===== src/hw/svm_pkg.sv =====
package svm_pkg;
  localparam int ADDR_W = 20;
  // Register byte addresses on the plain register port
  localparam logic [19:0] CTRL_ADDR = 20'hFFFA9;
  localparam logic [19:0] LVLS_ADDR = 20'hFFFAA;
  localparam logic [19:0] RSRC_ADDR = 20'hFFFA8;
  // Field positions
  localparam int CTRL_WE_BIT = 7;
  localparam int CTRL_MSK_BIT = 1;
  localparam int CTRL_FLG_BIT = 0;
  localparam int LVLS_MODE_BIT = 7;
  localparam int LVLS_LEVEL_BIT = 0;
  localparam int RSRC_MON_BIT = 0;
  // Values after reset
  localparam logic [7:0] CTRL_RST = 8'h00;
  localparam logic [7:0] LVLS_RST_COMB = 8'h00;
  localparam logic [7:0] LVLS_RST_RST = 8'h81;
  localparam logic [7:0] LVLS_RST_INT = 8'h01;
  // Threshold levels selectable by option bits
  localparam int LEVEL_COUNT = 12;
  // Settling wait after an interrupt or a level change
  localparam int CLK_PERIOD_NS = 100;
  localparam int SETTLE_TIME_NS = 10000;
  localparam int SETTLE_CYCLES = (SETTLE_TIME_NS + CLK_PERIOD_NS - 1) / CLK_PERIOD_NS;
  localparam int SETTLE_W = 12;

  typedef enum logic [1:0] {SVM_OFF, SVM_INT, SVM_COMB, SVM_RST} svm_mode_t;
  typedef enum logic [1:0] {ST_INIT, ST_HOLD, ST_RUN} svm_state_t;

  typedef struct packed {
    logic [19:0] addr;
    logic [7:0] wdata;
    logic wr;
    logic rd;
  } svm_bus_req_t;

  typedef struct packed {
    logic upper_below;
    logic lower_below;
  } svm_cmp_t;
endpackage


===== src/hw/svm_ctrl.sv =====
// Implementation choice: strobed register access.
`timescale 1ns/1ps
`default_nettype none
// Overview of operation
// RULE_01: Option bits pick mode: 1,0 combined, 1,1 reset only, 0,1 interrupt only.
// RULE_02: Combined mode: upper level releases reset and interrupts, lower level resets.
// RULE_03: Reset-only mode: one threshold both asserts and releases reset.
// RULE_04: Interrupt-only mode: one threshold releases reset and raises interrupts.
// RULE_05: Combined: interrupt below upper, reset below lower, release at upper or above.
// RULE_06: Interrupt-only: first release at threshold, then interrupt on every crossing.
// RULE_07: Control bit 0 reads 1 while supply under selected threshold, else 0.
// RULE_08: A monitor-caused reset sets bit 0 of the reset-source register.
// RULE_09: Monitoring, resets and interrupts keep working in STOP mode.
// RULE_10: Twelve threshold levels come from option bits, not runtime registers.
// RULE_11: Control clears to 00H on reset; monitor reset keeps write-enable bit.
// RULE_12: Control bits 0 and 1 are read-only; writes to them are ignored.
// RULE_13: Write-enable high allows level-select writes and masks the monitor output.
// RULE_14: Software changes write-enable and mask only in combined mode; the code accepts write-enable writes in every mode.
// RULE_15: Combined mode only: mask flag high during enable, interrupt and level settling.
// RULE_16: Level-select bit 7 is mode: 0 interrupt, 1 reset.
// RULE_17: Level-select bit 0 low compares against the upper threshold.
// RULE_18: Level-select loads 00H, 01H or 81H on reset by source and mode.
// RULE_19: Other resets load 00H/81H/01H by mode; monitor reset keeps value.
// RULE_20: Level-select bit 0 high compares against lower or single threshold.
// RULE_21: Combined mode: after the interrupt, mode and level bits set to 1.
// RULE_22: Comparator outputs pass two flip-flops before any use.
// RULE_23: Each qualifying crossing gives one single-cycle interrupt pulse.
module svm_ctrl #(
  parameter int SETTLE_N = svm_pkg::SETTLE_CYCLES
) (
  input wire logic clk,
  input wire logic rst_n,
  input wire svm_pkg::svm_bus_req_t bus_req,
  output logic [7:0] rdata,
  input wire logic opt_mode_sel_hi,
  input wire logic opt_mode_sel_lo,
  input wire logic [3:0] opt_level_code,
  input wire svm_pkg::svm_cmp_t cmp,
  output logic [3:0] level_code,
  output logic monitor_reset,
  output logic monitor_interrupt_request,
  output logic monitor_reset_source_flag
);
  import svm_pkg::*;

  svm_state_t state_r, state_nxt;
  svm_mode_t mode_r;
  logic [1:0] sync1_r, sync2_r, prev_r;
  logic we_r;
  logic [7:0] lvls_r, lvls_nxt;
  logic [SETTLE_W-1:0] settle_r, settle_nxt;
  logic [3:0] level_r;
  logic irq_r, irq_nxt;
  logic rsrc_r, rsrc_nxt;
  logic [7:0] rdata_r;

  // Option strap decode; only sampled in the first cycle after release
  wire svm_mode_t mode_w = !opt_mode_sel_lo ? (opt_mode_sel_hi ? SVM_COMB : SVM_OFF)
                         : (opt_mode_sel_hi ? SVM_RST : SVM_INT); // RULE_01
  wire logic [7:0] lvls_init = (mode_w == SVM_RST) ? LVLS_RST_RST :
                               (mode_w == SVM_INT) ? LVLS_RST_INT : LVLS_RST_COMB; // RULE_19

  // Synchronised comparator levels; stage one feeds stage two only
  wire logic up_below = sync2_r[1];
  wire logic lo_below = sync2_r[0];
  wire logic up_fall = up_below & ~prev_r[1];
  wire logic lo_cross = lo_below ^ prev_r[0];

  // Bus decode
  wire logic sel_ctrl = bus_req.addr == CTRL_ADDR;
  wire logic sel_lvls = bus_req.addr == LVLS_ADDR;
  wire logic sel_rsrc = bus_req.addr == RSRC_ADDR;
  wire logic wr_ctrl = bus_req.wr & sel_ctrl;
  wire logic wr_lvls = bus_req.wr & sel_lvls & we_r; // RULE_13
  wire logic lvl_change = wr_lvls & (bus_req.wdata[LVLS_LEVEL_BIT] != lvls_r[LVLS_LEVEL_BIT]);

  // Mask status exists only in combined mode
  wire logic comb = mode_r == SVM_COMB;
  wire logic mask_w = comb & (we_r | (settle_r != '0)); // RULE_15
  wire logic running = state_r == ST_RUN;
  wire logic in_hold = state_r == ST_HOLD;

  // Selected comparator: level bit low means upper threshold
  wire logic sel_below = lvls_r[LVLS_LEVEL_BIT] ? lo_below : up_below; // RULE_17 RULE_20
  wire logic flag_w = (mode_r != SVM_OFF) & running & sel_below; // RULE_07

  // Release condition per mode
  wire logic release_ok = comb ? ~up_below : ~lo_below; // RULE_02 RULE_05
  // Reset assertion per mode; a masked output holds back new resets
  wire logic go_hold = running & ((comb & lo_below & ~mask_w) | ((mode_r == SVM_RST) & lo_below)); // RULE_03 RULE_05

  // Interrupt qualifiers per mode
  wire logic comb_irq = comb & up_fall & ~mask_w & ~lvls_r[LVLS_MODE_BIT]; // RULE_05 RULE_16
  wire logic int_irq = (mode_r == SVM_INT) & lo_cross; // RULE_06
  wire logic irq_evt = running & ~go_hold & (comb_irq | int_irq);

  // Control readback: cleared image while the monitor holds reset, except write enable
  wire logic [7:0] ctrl_rd = {we_r, 5'h00, mask_w & ~in_hold, flag_w}; // RULE_11 RULE_12
  wire logic [7:0] rd_mux = sel_ctrl ? ctrl_rd :
                            sel_lvls ? lvls_r :
                            sel_rsrc ? {7'h00, rsrc_r} : 8'h00;

  // Two-stage synchroniser and edge history.
  // Stages start as "below" so the hold cannot end before a real reading has come through.
  always_ff @(posedge clk or negedge rst_n) begin
    if (!rst_n) begin
      sync1_r <= 2'h3;
      sync2_r <= 2'h3;
      prev_r <= 2'h3;
    end else begin
      sync1_r <= {cmp.upper_below, cmp.lower_below}; // RULE_22
      sync2_r <= sync1_r; // RULE_22
      prev_r <= sync2_r;
    end
  end

  // Sequencer: init, reset held, running. No clock gating, so it runs in STOP as well.
  always_comb begin
    state_nxt = state_r;
    case (state_r)
      ST_INIT: state_nxt = (mode_w == SVM_OFF) ? ST_RUN : ST_HOLD; // RULE_09
      ST_HOLD: if (release_ok) begin
        state_nxt = ST_RUN; // RULE_04 RULE_06
      end
      ST_RUN: if (go_hold) begin
        state_nxt = ST_HOLD;
      end
      default: state_nxt = ST_INIT;
    endcase
  end

  // Level-select next value: init load, gated write, automatic set after interrupt
  always_comb begin
    lvls_nxt = lvls_r;
    if (state_r == ST_INIT) begin
      lvls_nxt = lvls_init; // RULE_18 RULE_19
    end else if (irq_evt & comb) begin
      lvls_nxt[LVLS_MODE_BIT] = 1'b1; // RULE_21
      lvls_nxt[LVLS_LEVEL_BIT] = 1'b1; // RULE_21
    end else if (wr_lvls) begin
      lvls_nxt[LVLS_MODE_BIT] = bus_req.wdata[LVLS_MODE_BIT];
      lvls_nxt[LVLS_LEVEL_BIT] = bus_req.wdata[LVLS_LEVEL_BIT];
    end
  end

  // Settling counter restarts on the interrupt and on a level change, in combined mode only
  always_comb begin
    settle_nxt = settle_r;
    if ((irq_evt & comb) | (lvl_change & comb)) begin
      settle_nxt = SETTLE_W'(SETTLE_N); // RULE_15
    end else if (settle_r != '0) begin
      settle_nxt = settle_r - SETTLE_W'(1);
    end
  end

  // Reset-source bit: set wins over the clear-on-read
  always_comb begin
    rsrc_nxt = rsrc_r;
    if (bus_req.rd & sel_rsrc) begin
      rsrc_nxt = 1'b0;
    end
    if (go_hold) begin
      rsrc_nxt = 1'b1; // RULE_08
    end
  end

  assign irq_nxt = irq_evt; // RULE_23

  // Sequencer, mode and level registers
  always_ff @(posedge clk or negedge rst_n) begin
    if (!rst_n) begin
      state_r <= ST_INIT;
      mode_r <= SVM_OFF;
      level_r <= 4'h0;
      lvls_r <= LVLS_RST_COMB;
    end else begin
      state_r <= state_nxt;
      if (state_r == ST_INIT) begin
        mode_r <= mode_w;
        level_r <= (opt_level_code < 4'(LEVEL_COUNT)) ? opt_level_code : 4'h0; // RULE_10
      end
      lvls_r <= lvls_nxt;
    end
  end

  // Write enable survives a monitor reset, since only rst_n or a control write clears it
  always_ff @(posedge clk or negedge rst_n) begin
    if (!rst_n) begin
      we_r <= 1'b0; // RULE_11
    end else if (wr_ctrl) begin
      we_r <= bus_req.wdata[CTRL_WE_BIT]; // RULE_12 RULE_14
    end
  end

  // Settling, interrupt, flag and read data registers
  always_ff @(posedge clk or negedge rst_n) begin
    if (!rst_n) begin
      settle_r <= '0;
      irq_r <= 1'b0;
      rsrc_r <= 1'b0;
      rdata_r <= 8'h00;
    end else begin
      settle_r <= settle_nxt;
      irq_r <= irq_nxt;
      rsrc_r <= rsrc_nxt;
      rdata_r <= bus_req.rd ? rd_mux : 8'h00;
    end
  end

  assign rdata = rdata_r;
  assign level_code = level_r;
  assign monitor_reset = in_hold;
  assign monitor_interrupt_request = irq_r;
  assign monitor_reset_source_flag = rsrc_r;

  mode_load_a: assert property (@(posedge clk) disable iff (!rst_n) // RULE_01
    (state_r == ST_INIT) |=> (mode_r == $past(mode_w)))
    else $error("mode not taken from option bits");

  comb_irq_a: assert property (@(posedge clk) disable iff (!rst_n) // RULE_05
    (running && comb && up_fall && !mask_w && !lvls_r[7] && !lo_below) |=> monitor_interrupt_request)
    else $error("combined mode interrupt missing");

  rst_mode_a: assert property (@(posedge clk) disable iff (!rst_n) // RULE_03
    (running && mode_r == SVM_RST && lo_below) |=> monitor_reset)
    else $error("reset-only mode did not reset");

  int_norst_a: assert property (@(posedge clk) disable iff (!rst_n) // RULE_04
    (running && mode_r == SVM_INT) |=> running)
    else $error("interrupt-only mode left run state");

  rsrc_set_a: assert property (@(posedge clk) disable iff (!rst_n) // RULE_08
    (running ##1 in_hold) |-> monitor_reset_source_flag)
    else $error("reset source flag not set");

  sync_two_a: assert property (@(posedge clk) disable iff (!rst_n) // RULE_22
    $rose(up_below) |-> $past(cmp.upper_below, 2))
    else $error("comparator used before two stages");

  irq_pulse_a: assert property (@(posedge clk) disable iff (!rst_n) // RULE_23
    monitor_interrupt_request |=> !monitor_interrupt_request)
    else $error("interrupt longer than one cycle");

  auto_bits_a: assert property (@(posedge clk) disable iff (!rst_n) // RULE_21
    (monitor_interrupt_request && comb) |-> (lvls_r[7] && lvls_r[0] && settle_r != '0))
    else $error("level bits not set after interrupt");

  mask_only_a: assert property (@(posedge clk) disable iff (!rst_n) // RULE_15
    (mode_r != SVM_COMB) |-> !ctrl_rd[1])
    else $error("mask flag outside combined mode");

  lvls_lock_a: assert property (@(posedge clk) disable iff (!rst_n) // RULE_13
    (running && bus_req.wr && sel_lvls && !we_r && !irq_evt) |=> $stable(lvls_r))
    else $error("level select written while locked");

  // Release, flag and register guards; all sampled in the system clock domain
  rel_upper_a: assert property (@(posedge clk) disable iff (!rst_n) // RULE_02
    (in_hold && comb && !up_below) |=> !monitor_reset)
    else $error("combined mode reset not released at upper level");

  rel_single_a: assert property (@(posedge clk) disable iff (!rst_n) // RULE_04
    (in_hold && !comb && !lo_below) |=> !monitor_reset)
    else $error("single level reset not released");

  rst_noirq_a: assert property (@(posedge clk) disable iff (!rst_n) // RULE_03
    (mode_r == SVM_RST) |-> !monitor_interrupt_request)
    else $error("interrupt raised in reset-only mode");

  int_cross_a: assert property (@(posedge clk) disable iff (!rst_n) // RULE_06
    (running && mode_r == SVM_INT && lo_cross) |=> monitor_interrupt_request)
    else $error("interrupt-only crossing gave no interrupt");

  flag_sel_a: assert property (@(posedge clk) disable iff (!rst_n) // RULE_07
    (running && mode_r != SVM_OFF) |-> (ctrl_rd[0] == sel_below))
    else $error("detection flag does not follow selected level");

  flag_off_a: assert property (@(posedge clk) disable iff (!rst_n) // RULE_07
    (!running || mode_r == SVM_OFF) |-> !ctrl_rd[0])
    else $error("detection flag set while monitor idle");

  rsrc_keep_a: assert property (@(posedge clk) disable iff (!rst_n) // RULE_08
    (monitor_reset_source_flag && !(bus_req.rd && sel_rsrc)) |=> monitor_reset_source_flag)
    else $error("reset source flag lost without a read");

  lvl_code_a: assert property (@(posedge clk) disable iff (!rst_n) // RULE_10
    (level_code < 4'(LEVEL_COUNT)))
    else $error("level code out of range");

  we_keep_a: assert property (@(posedge clk) disable iff (!rst_n) // RULE_11
    (!wr_ctrl) |=> $stable(we_r))
    else $error("write enable changed without a write");

  ro_bits_a: assert property (@(posedge clk) disable iff (!rst_n) // RULE_12
    (ctrl_rd[6:2] == 5'h00))
    else $error("unused control bits not zero");

  mask_gate_a: assert property (@(posedge clk) disable iff (!rst_n) // RULE_13
    (comb && we_r) |-> (!irq_evt && !go_hold))
    else $error("masked output still acted");

  settle_load_a: assert property (@(posedge clk) disable iff (!rst_n) // RULE_15
    (irq_evt && comb) |=> (settle_r == SETTLE_W'(SETTLE_N)))
    else $error("settling wait not started");

  mode_block_a: assert property (@(posedge clk) disable iff (!rst_n) // RULE_16
    (comb && lvls_r[LVLS_MODE_BIT]) |-> !irq_evt)
    else $error("interrupt raised in reset detection mode");

  lvls_init_a: assert property (@(posedge clk) disable iff (!rst_n) // RULE_19
    (state_r == ST_INIT) |=> (lvls_r == $past(lvls_init)))
    else $error("level select not loaded for mode");
endmodule
`default_nettype wire


===== config.mk =====
export PLATFORM = sky130hd
export DESIGN_NAME = svm_ctrl
export DESIGN_NICKNAME = d
export VERILOG_FILES = /design/src/hw/svm_pkg.sv /design/src/hw/svm_ctrl.sv
export SDC_FILE = /design/constraint.sdc
export NUM_CORES = 1
export LEC_CHECK = 0
export ABC_AREA = 1
export BUFFER_PORTS_ARGS = -buffer_cell sky130_fd_sc_hd__buf_4
export CAP_MARGIN = 10
export CORE_MARGIN = 2
export CORE_UTILIZATION = 30
export DETAILED_ROUTE_END_ITERATION = 12
export PLACE_DENSITY = 0.59
export SETUP_SLACK_MARGIN = 0.05
export SLEW_MARGIN = 0
export SYNTH_ARGS = -nofsm -noshare
export SYNTH_HDL_FRONTEND = slang
export SYNTH_SLANG_ARGS = --single-unit

===== constraint.sdc =====
create_clock -name clk -period 2.15 [get_ports clk]
set_input_delay 0.43 -clock clk [delete_from_list [all_inputs] [get_ports clk]]
set_output_delay 0.43 -clock clk [all_outputs]
set_load 0.05 [all_outputs]

Word-level counts from Yosys, hierarchy flattened
Index checks and enable logic that the tools add are counted.
{"block": "word_totals", "reg_bits": 45, "inputBits": 40, "output_inout_bits": 15, "elab_cells": 96}
{"block": "op_classes", "add_sub_neg": 1, "magnitude_cmp": 1, "n_eq_ne": 13, "mux": 26, "bitwise": 34, "n_reduce_logical": 8}
{"operator": "20-bit equality test (second input constant)", "n": 3}
{"operator": "8-bit two-way mux", "n": 4}
{"operator": "12-bit two-way mux", "n": 2}
{"operator": "1-bit AND", "n": 22}
{"operator": "1-bit two-way mux", "n": 12}
{"operator": "2-bit two-way mux", "n": 6}
{"operator": "12-bit nonzero test", "n": 1}
{"operator": "12-bit by 1-bit subtractor with 12-bit output (second input constant)", "n": 1}
{"operator": "2-bit equality test (second input constant)", "n": 4}
{"operator": "1-bit inverter", "n": 7}
{"operator": "2-bit by 1-bit equality test with 1-bit output (second input constant)", "n": 3}
{"operator": "2-bit case mux with 3 select lines", "n": 1}
{"operator": "2-bit nonzero test", "n": 3}
{"operator": "2-bit zero test", "n": 2}
{"operator": "4-bit < comparator (second input constant)", "n": 1}
{"operator": "4-bit two-way mux", "n": 1}
{"operator": "2-bit by 1-bit != test with 1-bit output (second input constant)", "n": 2}
{"operator": "1-bit bitwise OR", "n": 4}
{"operator": "3-bit nonzero test", "n": 1}
{"operator": "2-bit AND reduction", "n": 1}
{"operator": "1-bit != test", "n": 1}
{"operator": "1-bit XOR", "n": 1}

Depth between registers and ports, before layout
Gate-level depths: netlist of run 1.
{"block": "logic_depth", "ltp_word": 13, "depth_mapped": 13, "ltp_nobuf": 13}

Least setup slack after synthesis of run 1
Ideal clock, no wire load.
{"block": "synth_path", "path_type": "flip-flop to flip-flop", "start": "register settle_r[0]", "end": "register settle_r[5]", "setup_time_ns": 0.123, "arrival_ns": 1.551, "required_ns": 2.027, "setup_slack_ns": 0.477, "stages_incl_launch_ff": 14, "n_path_buf": 0, "period_less_slack_ns": 1.673, "cell_sequence": "dfrtp_1 > inv_1 > ha_1 > inv_1 > nor2_2 > nand2_1 > nor2_4 > nand3_1 > nand2_1 > nand2_2 > nand4_4 > nand2_4 > inv_2 > nand3_2"}
{"block": "synth_via", "elab_chain_cells": 13, "elab_cells_between_ends": 19, "cone_classes": "add/sub: 1; mux: 2; bitwise: 14; reduce/logical: 2"}
{"item": "start: declaration", "line_no": "svm_ctrl.sv:51", "rtl": "logic [SETTLE_W-1:0] settle_r, settle_nxt;"}
{"item": "start signal: assignment", "line_no": "svm_ctrl.sv:203", "rtl": "settle_r <= settle_nxt;"}
{"item": "12-bit nonzero test", "line_no": "svm_ctrl.sv:79, svm_ctrl.sv:151"}
{"item": "1-bit bitwise OR", "line_no": "svm_ctrl.sv:79", "rtl": "wire logic mask_w = comb & (we_r | (settle_r != '0));"}
{"item": "1-bit AND", "line_no": "svm_ctrl.sv:79"}
{"item": "1-bit inverter", "line_no": "svm_ctrl.sv:90, svm_ctrl.sv:93"}
{"item": "1-bit AND", "line_no": "svm_ctrl.sv:90", "rtl": "wire logic go_hold = running & ((comb & lo_below & ~mask_w) | ((mode_r == SVM_RST) & lo_below));"}
{"item": "1-bit bitwise OR", "line_no": "svm_ctrl.sv:90"}
{"item": "1-bit AND", "line_no": "svm_ctrl.sv:90"}
{"item": "1-bit inverter", "line_no": "svm_ctrl.sv:95", "rtl": "wire logic irq_evt = running & ~go_hold & (comb_irq | int_irq);"}
{"item": "1-bit AND (2 in series)", "line_no": "svm_ctrl.sv:95"}
{"item": "1-bit AND", "line_no": "svm_ctrl.sv:149", "rtl": "if ((irq_evt & comb) | (lvl_change & comb)) begin"}
{"item": "1-bit bitwise OR", "line_no": "svm_ctrl.sv:149"}
{"item": "12-bit two-way mux or 2-bit nonzero test (tied branches)"}
Several ways; a longest one is shown, not always the timed one. The select of a mux whose other input is x is not followed.
A chain may end at the register's enable or synchronous reset.

Final worst setup path of run 1
{"block": "layout_path", "start": "register settle_r[1]", "end": "register settle_r[5]"}
The elaborated chain is that of the path after synthesis.

==> results of run 1 <==
[stage by stage]
stage	worst slack [ps]	utilization (%)
6_report	301	38.6
4_1_cts	278	38.6
3_5_place_dp	295	37.1
5_1_grt	127	38.6
3_3_place_gp	325	37.1
2_1_floorplan	477	-
[cells in the mapped netlist, types with 2 or more instances]
library cell,count,area (sq um)
nand2_1,45,169
inv_1,37,139
nor2_1,29,109
dfrtp_1,28,701
nand3_1,19,95.1
nand4_1,8,50.1
o21ai_0,8,40.0
dfstp_2,6,158
xor2_1,6,52.6
a21oi_1,5,25.0
buf_4,5,37.5
nor3_2,5,50.1
nand2_2,3,18.8
nor2_2,3,18.8
nor2_4,3,33.8
ha_1,2,25.0
inv_2,2,7.51
nand4_4,2,42.5
nor3_1,2,10.0
[registers in the layout (all words and copies together) (netlist names)]
signal	cells
level_code	4
state_r	2
monitor_interrupt_request	1
lvls_r	2
prev_r	2
sync2_r	2
sync1_r	2
rdata	3
monitor_reset_source_flag	1
mode_r	2
settle_r	12
we_r	1
[cell families after synthesis]
logic type | synth area share (%)
and+or+nand+nor | 35.0
buffers and inverters | 9.84
DFF | 45.0
AOI/OAI and AO/OA | 5.91
xor gates and xnor gates | 2.76
adders and majority gates | 1.31
other | 0.197
[worst reg2reg max path, stage by stage, from the launching register on]
cell,delay (ps)
dfrtp_1,400
inv_1,100
ha_1,150
inv_1,40
nor2_2,140
nand2_1,110
nor2_4,120
nand3_1,110
nand2_1,110
nand2_2,80
nand4_4,120
nand2_4,130
inv_2,90
nand3_2,50
[report_power, final]
| part | switching (mW) | total [mW] | internal, mW |
|---|---|---|---|
| clock | 0.232 | 0.491 | 0.258 |
| sequential | 0.145 | 0.980 | 0.835 |
| combinational | 0.715 | 1.10 | 0.385 |
[cells in the final DEF, fill, tap and decap left out, types with 2 or more instances in the layout]
cell type	netlist	final
a21oi_1	5	5
buf_4	5	45
clkbuf_8	0	6
conb_1	1	5
dfrtp_1	28	28
dfstp_2	6	6
ha_1	2	2
inv_1	37	37
inv_2	2	2
nand2_1	45	45
nand2_2	3	3
nand3_1	19	19
nand4_1	8	8
nand4_4	2	2
nor2_1	29	29
nor2_2	3	3
nor2_4	3	3
nor3_1	2	2
nor3_2	5	5
o21ai_0	8	8
xor2_1	6	6
[final cells by class]
cell class	count	area [sq um]
clock buffer	7	86.3
clock inverter	1	5.00
fill	643	3830
inverter	39	146
multi-input combinational	158	876
sequential	34	858
tap	77	96.3
timing repair buffer	45	338
[layer usage]
metal	track usage [%]	vias up
met1	15.3	739
li1	-	832
met3	2.87	11
met4	6.45	0
met2	19.4	34
met5	0	-
[worst max-delay path by stage]
stage,cells past startpoint,from,slack [ps],end
2_1_floorplan,13,settle_r[0],480,settle_r[5]
3_3_place_gp,13,settle_r[1],330,settle_r[5]
3_5_place_dp,13,settle_r[1],290,settle_r[5]
4_1_cts,13,settle_r[1],280,settle_r[5]
5_1_grt,13,settle_r[1],130,settle_r[5]
6_report,13,settle_r[1],300,settle_r[5]
==> run_results.csv, run 1 <==
group,metric,value,unit
run_status,status,"finished, final reports clean",
detailed_routing,drc,0,
logic_synthesis,synth_edf_count,0,
timing,setup_violations,0,
critical_path,r2r_end,"settle_r[5]",
die,die_area,0.00701,sq mm
place,placedCellCount,353,
timing,timing.hold.ws,77.3,ps
place,dp_hpwl,3.05,mm
die,die_h,83.7,microns
detailed_routing,drt_iter0_markers,54,
global_route,grt_util_all_layers,12.2,%
critical_path,crit_arrival,2030,ps
logic_synthesis,ys_warn_count,0,
clock_tree,clock_path_buffers,2,
global_route,antenna_found_initial,0,
power,ir_drop,611,uV
critical_path,worst_path_largest_cell_delay,400,ps
detailed_routing,drt-met1-wl,1.81,mm
timing,min_period,1850,ps
logic_synthesis,ys_seq_area_share,45.0,%
timing,max_freq,541,MHz
power,p_leak,1.21,nW
detailed_routing,wl_met2,1.86,mm
clock_tree,post_cts.repair.setup_buffers,0,
layout,stdcell_count,361,
power,p_total,2.57,mW
layout,drive_gt1_share,28.9,%
detailed_routing,firstDrtPassIters,4,
timing,min_period_over_period,86.0,%
logic_synthesis,synth_cell_types,34,
die,placeableCoreArea,0.00624,sq mm
clock_tree,clock-sinks,34,
critical_path,required,2330,ps
clock_tree,cts_tree,"yes",
critical_path,worstSetupPathType,"reg -> reg",
place,placed_area,0.00231,sq mm
die,rows,29,
timing,report.final.hold_viol_count,0,
global_route,grt_pass1_wl,6.91,mm
clock_tree,cts_resized,0,
min_path,hp-class,"in -> async",
detailed_routing,drtAntennaViolNets,0,
logic_synthesis,syn_area_per_cell,8.18,sq um
die,fp.dieW,83.7,microns
logic_synthesis,yosys_most_used_dff,"dfrtp_1",
critical_path,critPathLaunchType,"register",
die,start_util,30.6,%
critical_path,path_cells,"inv_1 > ha_1 > inv_1 > nor2_2 > nand2_1 > nor2_4 > nand3_1 > nand2_1 > nand2_2 > nand4_4 > nand2_4 > inv_2 > nand3_2",
clock_tree,cts.htree.levels,2,
detailed_routing,wire_per_inst,10.9,microns
detailed_routing,top_layer,"met4",
logic_synthesis,synth_seq_cells,34,
timing,final_max_slew_viol_count,0,
clock_tree,clock_latency,290,ps
critical_path,timing.rr.start,"settle_r[1]",
global_route,overflow,0,
clock_tree,cts_buffers,5,
critical_path,cp_num_buf_inv,3,
timing,clock_skew,5.28,ps
critical_path,crit_slowest_cell,"dfrtp_1",
clock_tree,cts-root-buf,"clkbuf_8",
layout,num_antenna_cells,0,
place,port_buffers,43,
global_route,grt_max_degree,35,
critical_path,cp_max_fo,10,
place,gp_congestion,0.777,
logic_synthesis,syn_area,0.00191,sq mm
timing,rsz0062_at_grt,"no",
critical_path,r2r_cells,13,
detailed_routing,wl,3.92,mm
critical_path,ff2ff_setup_slack,300,ps
run,cap_violations,0,
power,powerDensity,1070,mW/mm^2
layout,final_nets,325,
critical_path,critPathCaptureType,"register",
timing,finalSetupTns,0,ps
clock_tree,clk_pin_slew,70,ps
clock_tree,ctsHoldBuffers,0,
detailed_routing,route.met3.wl,149,microns
logic_synthesis,syn_inst,233,
detailed_routing,via_per_inst,4.48,
critical_path,crit_family,"simple AND/OR/NAND/NOR gates",
global_route,grt_pass1_vias,1557,
logic_synthesis,synth_async_sr_flop_share,100,%
layout,area.growth.synth_to_final,26.2,%
layout,design_area,0.00241,sq mm
die,pin_count,55,
detailed_routing,vias,1616,
(Power assumes the default switching activity.)
==> inputs of run 2 (changes only) <==
CORE_ASPECT_RATIO = 0.75   (was unset)
SLEW_MARGIN = unset   (was 0)
==> run_results.csv, run 2 (synthesis results as in run 1) <==
group,metric,value,unit
place,gp_congestion,0.812,
die,placeableCoreArea,0.00622,sq mm
detailed_routing,drc,0,
power,ir_drop,551,uV
die,die_h,73.0,microns
layout,largest_reg_flops,12,
layout,layout_common_cells,"buf_4, nand2_1, inv_1, nor2_1, dfrtp_1",
clock_tree,cts-root-buf,"clkbuf_8",
place,placedCellCount,358,
die,pin_count,55,
detailed_routing,drtAntennaViolNets,0,
clock_tree,cts_buffers,5,
timing,clock_skew,5.15,ps
critical_path,path_cells,"inv_1 > ha_1 > inv_1 > nor2_4 > nand2_1 > nor2_4 > nand3_1 > nand2_1 > nand2_2 > nand4_4 > nand3_1 > nand3_1 > nand2_1",
clock_tree,clock_path_buffers,2,
global_route,grt_pass1_wl,6.98,mm
critical_path,cp_max_fo,7,
critical_path,worstSetupPathType,"reg -> reg",
critical_path,worst_path_largest_cell_delay,400,ps
detailed_routing,via_per_inst,4.31,
global_route,grt_util_all_layers,12.9,%
layout,fillerInstances,635,
run,cap_violations,0,
critical_path,ff2ff_setup_slack,290,ps
layout,regMostFlops,"settle_r",
run_status,status,"finished, final reports clean",
global_route,antenna_found_initial,0,
global_route,overflow,0,
place,dp_slack,272,ps
critical_path,cp-startpoint,"settle_r[1]",
place,dp_hpwl,3.07,mm
detailed_routing,firstDrtPassIters,4,
clock_tree,ctsHoldBuffers,0,
timing,max_freq,537,MHz
layout,final_util,39.5,%
global_route,grt_max_degree,35,
die,rows,25,
critical_path,r2r_cells,13,
die,start_util,30.6,%
critical_path,required,2320,ps
power,p_total,2.61,mW
global_route,grt_pass1_vias,1522,
layout,area.growth.synth_to_final,28.9,%
layout,stdcell_count,369,
clock_tree,cts.htree.levels,2,
layout,final_nets,329,
min_path,hp-class,"in -> async",
place,port_buffers,43,
timing,setup_violations,0,
timing,final_max_slew_viol_count,0,
clock_tree,clock-sinks,34,
timing,min_period_over_period,86.6,%
timing,fin_ws,287,ps
critical_path,crit_arrival,2040,ps
critical_path,timing.rr.start,"settle_r[1]",
timing,min_period,1860,ps
die,fp.dieW,96.1,microns
detailed_routing,drt_iter0_markers,56,
detailed_routing,vias,1592,
power,powerDensity,1060,mW/mm^2
detailed_routing,wl,3.98,mm
timing,rsz0062_at_grt,"no",
layout,drive_gt1_share,30.2,%
clock_tree,clock_latency,280,ps
critical_path,critPathCaptureType,"register",
timing,finalSetupTns,0,ps
timing,report.final.hold_viol_count,0,
layout,final_common_cell,"buf_4",
detailed_routing,wire_per_inst,10.8,microns
critical_path,crit_slowest_cell,"dfrtp_1",
layout,num_antenna_cells,0,
critical_path,critPathLaunchType,"register",
die,die_area,0.00702,sq mm
power,p_leak,1.22,nW
clock_tree,clk_pin_slew,70,ps
clock_tree,cts_tree,"yes",
[run 2: cell count changes in the layout (fill, tap and decap cells not counted)]
cell | previous run | this run
buf_4 | 45 | 49
clkbuf_1 | 1 | 0
clkinvlp_4 | 0 | 1
nand2_4 | 1 | 0
nand2_8 | 0 | 1
nor2_2 | 3 | 2
nor2_4 | 3 | 4
[run 2: critical path, delay by kind of cell, from the launching register on]
| kind | cells | cell delay, ps |
|---|---|---|
| and+or+nand+nor | 10 | 1050 |
| DFF | 1 | 400 |
| buffers and inverters | 2 | 170 |
| adders and majority gates | 1 | 150 |
[run 2: timing repair]
action,4_1_cts,5_1_grt
setup endpoints to repair,0,3
buffers inserted,0,3
resized for setup,0,2
[run 2: final cells by class]
cell class	instances	area [sq um]	area share, %
Clock inverter	2	12.5	0.509
Clock buffer	6	82.6	3.36
Multi-Input combinational cell	158	890	36.2
Tap cell	81	101	4.12
Sequential cell	34	858	34.9
Timing Repair Buffer	49	368	15.0
Inverter	39	146	5.95
[run 2: path summary, 6_finish.rpt]
| check | end |
|---|---|
| max in group asynchronous | sync1_r[1] |
| min in group clk | sync1_r[0] |
| worst max register to register | lvls_r[0] |
| worst min-delay path | settle_r[5] |
| worst min register to register | sync2_r[1] |
| worst max-delay path | lvls_r[0] |
[run 2: per-stage QoR]
| stage | instance area [sq um] | hold slack, ps |
|---|---|---|
| after floorplan | 1920 | 134 |
| after global placement | 2330 | 346 |
| after detailed placement | 2330 | 347 |
| after CTS | 2420 | 95.1 |
| after global routing | 2460 | 112 |
| final | 2460 | 76.7 |
[run 2: where the power goes]
| group | total, mW | switching, mW | internal, mW |
|---|---|---|---|
| combinational | 1.14 | 0.734 | 0.403 |
| sequential | 0.984 | 0.149 | 0.835 |
| clock | 0.493 | 0.235 | 0.257 |
| total | 2.61 | 1.12 | 1.49 |
[run 2: metal layers]
metal	GRT usage (%)	part of all wire (%)
met3	3.20	4.8
met1	18.6	53
met2	18.7	42
met4	4.29	0.95
met5	0	0
==> inputs of run 3 (changes only) <==
CORE_ASPECT_RATIO = 2   (was 0.75)
CTS_BUF_LIST = sky130_fd_sc_hd__clkbuf_8   (was unset)
clock period = 2.3 ns   (was 2.15 ns; I/O delays follow)
==> run_results.csv, run 3 (synthesis results as in run 1) <==
group,metric,value,unit
power,p_comb_share,40.3,%
critical_path,worst_path_largest_cell_delay,370,ps
critical_path,cp_max_fo,10,
die,die_area,0.00705,sq mm
global_route,antenna_found_initial,0,
die,start_util,30.7,%
critical_path,cp-startpoint,"settle_r[0]",
critical_path,crit_slowest_cell,"dfrtp_1",
critical_path,cp_num_buf_inv,3,
power,p_sw,1.02,mW
power,clockPowerShare,22.9,%
power,p_leak,1.21,nW
timing,setup_violations,0,
die,placeableCoreArea,0.00621,sq mm
timing,clock_skew,10.3,ps
place,gp_congestion,0.771,
timing,min_period,1880,ps
layout,num_antenna_cells,0,
layout,final_common_cell,"nand2_1",
clock_tree,clock_path_buffers,2,
layout,fillerInstances,621,
place,dp_hpwl,3.04,mm
clock_tree,cts.htree.levels,2,
clock_tree,clock-sinks,34,
power,p_int,1.47,mW
global_route,grt_util_all_layers,12.8,%
critical_path,critPathCapture,"settle_r[5]",
timing,report.final.hold_viol_count,0,
layout,largest_reg_flops,12,
detailed_routing,vias,1605,
global_route,overflow,0,
detailed_routing,drt_iter0_markers,49,
layout,final_nets,323,
power,p_total,2.49,mW
layout,regMostFlops,"settle_r",
timing,rsz0062_at_grt,"no",
clock_tree,cts_tree,"yes",
place,port_buffers,43,
clock_tree,cts_resized,0,
clock_tree,cts_buffers,5,
layout,multi_input_comb_area,876,sq um
die,die_h,117,microns
die,fp.dieW,60.4,microns
critical_path,r2r_cells,13,
critical_path,worstSetupPathType,"reg -> reg",
timing,finalSetupTns,0,ps
timing,final_max_slew_viol_count,0,
power,powerDensity,1030,mW/mm^2
global_route,grt_pass1_wl,6.95,mm
detailed_routing,drc,0,
layout,area.growth.synth_to_final,27.3,%
clock_tree,clk_pin_slew,80,ps
detailed_routing,via_per_inst,4.36,
timing,min_period_over_period,81.8,%
detailed_routing,firstDrtPassIters,4,
run_status,status,"finished, final reports clean",
timing,fin_ws,419,ps
clock_tree,cts-root-buf,"clkbuf_8",
layout,ff_latch_area,858,sq um
critical_path,timing.rr.start,"settle_r[0]",
detailed_routing,wl,3.99,mm
critical_path,crit_arrival,2060,ps
layout,final_util,39.1,%
critical_path,required,2480,ps
critical_path,path_depth,13,
layout,drive_gt1_share,28.4,%
die,rows,41,
critical_path,r2r_end,"settle_r[5]",
place,dp_slack,425,ps
global_route,grt_max_degree,35,
critical_path,crit_family,"simple AND/OR/NAND/NOR gates",
power,switching_share,41.0,%
power,ir_drop,669,uV
detailed_routing,drtAntennaViolNets,0,
run,cap_violations,0,
layout,layout_common_cells,"nand2_1, buf_4, inv_1, nor2_1, dfrtp_1",
min_path,hp-class,"in -> async",
timing,timing.hold.ws,109,ps
critical_path,ff2ff_setup_slack,420,ps
detailed_routing,wire_per_inst,10.8,microns
power,seq_power_share,36.8,%
timing,max_freq,532,MHz
critical_path,critPathCaptureType,"register",
critical_path,path_cells,"inv_1 > ha_1 > inv_1 > nor2_2 > nand2_1 > nor2_4 > nand3_1 > nand2_1 > nand2_2 > nand4_4 > nand2_4 > inv_2 > nand3_2",
global_route,grt_pass1_vias,1644,
clock_tree,post_cts.repair.setup_buffers,0,
clock_tree,ctsHoldBuffers,0,
critical_path,critPathLaunchType,"register",
die,pin_count,55,
clock_tree,clock_latency,290,ps
run 3: worst min path at each step:
stage / from / endpoint / cells past startpoint
2_1_floorplan: rst_n / level_code[0] / 0
3_3_place_gp: sync1_r[1] / sync2_r[1] / 0
3_5_place_dp: sync1_r[1] / sync2_r[1] / 0
4_1_cts: rst_n / settle_r[0] / 1
5_1_grt: rst_n / settle_r[3] / 1
6_report: rst_n / settle_r[5] / 1
run 3: layer usage:
layer | vias to the layer above | GRT usage, % | part of all wire, %
li1 | 829 | - | -
met1 | 723 | 15.4 | 44
met2 | 48 | 21.7 | 49
met3 | 5 | 2.88 | 5.7
met4 | 0 | 4.59 | 1.4
met5 | - | 0 | 0
run 3: through the flow:
| step | instance area [sq um] | std cells |
|---|---|---|
| floorplan | 1920 | 237 |
| global placement | 2310 | 360 |
| detailed placement | 2310 | 360 |
| CTS | 2430 | 368 |
| global route | 2430 | 368 |
| finish | 2430 | 368 |
run 3: final cells by class:
class | count | share of cell area (%)
multi-input cells | 158 | 36.1
inverters | 39 | 6.03
clock inverters | 2 | 1.39
repair buffers | 43 | 13.3
well taps | 86 | 4.43
flip-flops and latches | 34 | 35.4
clock buffers | 6 | 3.40
run 3: power groups by stage:
| stage | logic, mW | clock network (mW) | registers (mW) |
|---|---|---|---|
| 6_report | 1.00 | 0.572 | 0.916 |
| 5_1_grt | 1.14 | 0.617 | 0.941 |
| 4_1_cts | 1.02 | 0.583 | 0.919 |
| 3_5_place_dp | 1.01 | 0 | 0.927 |
| 3_3_place_gp | 0.995 | 0 | 0.921 |
| 2_1_floorplan | 0.679 | 0 | 1.00 |
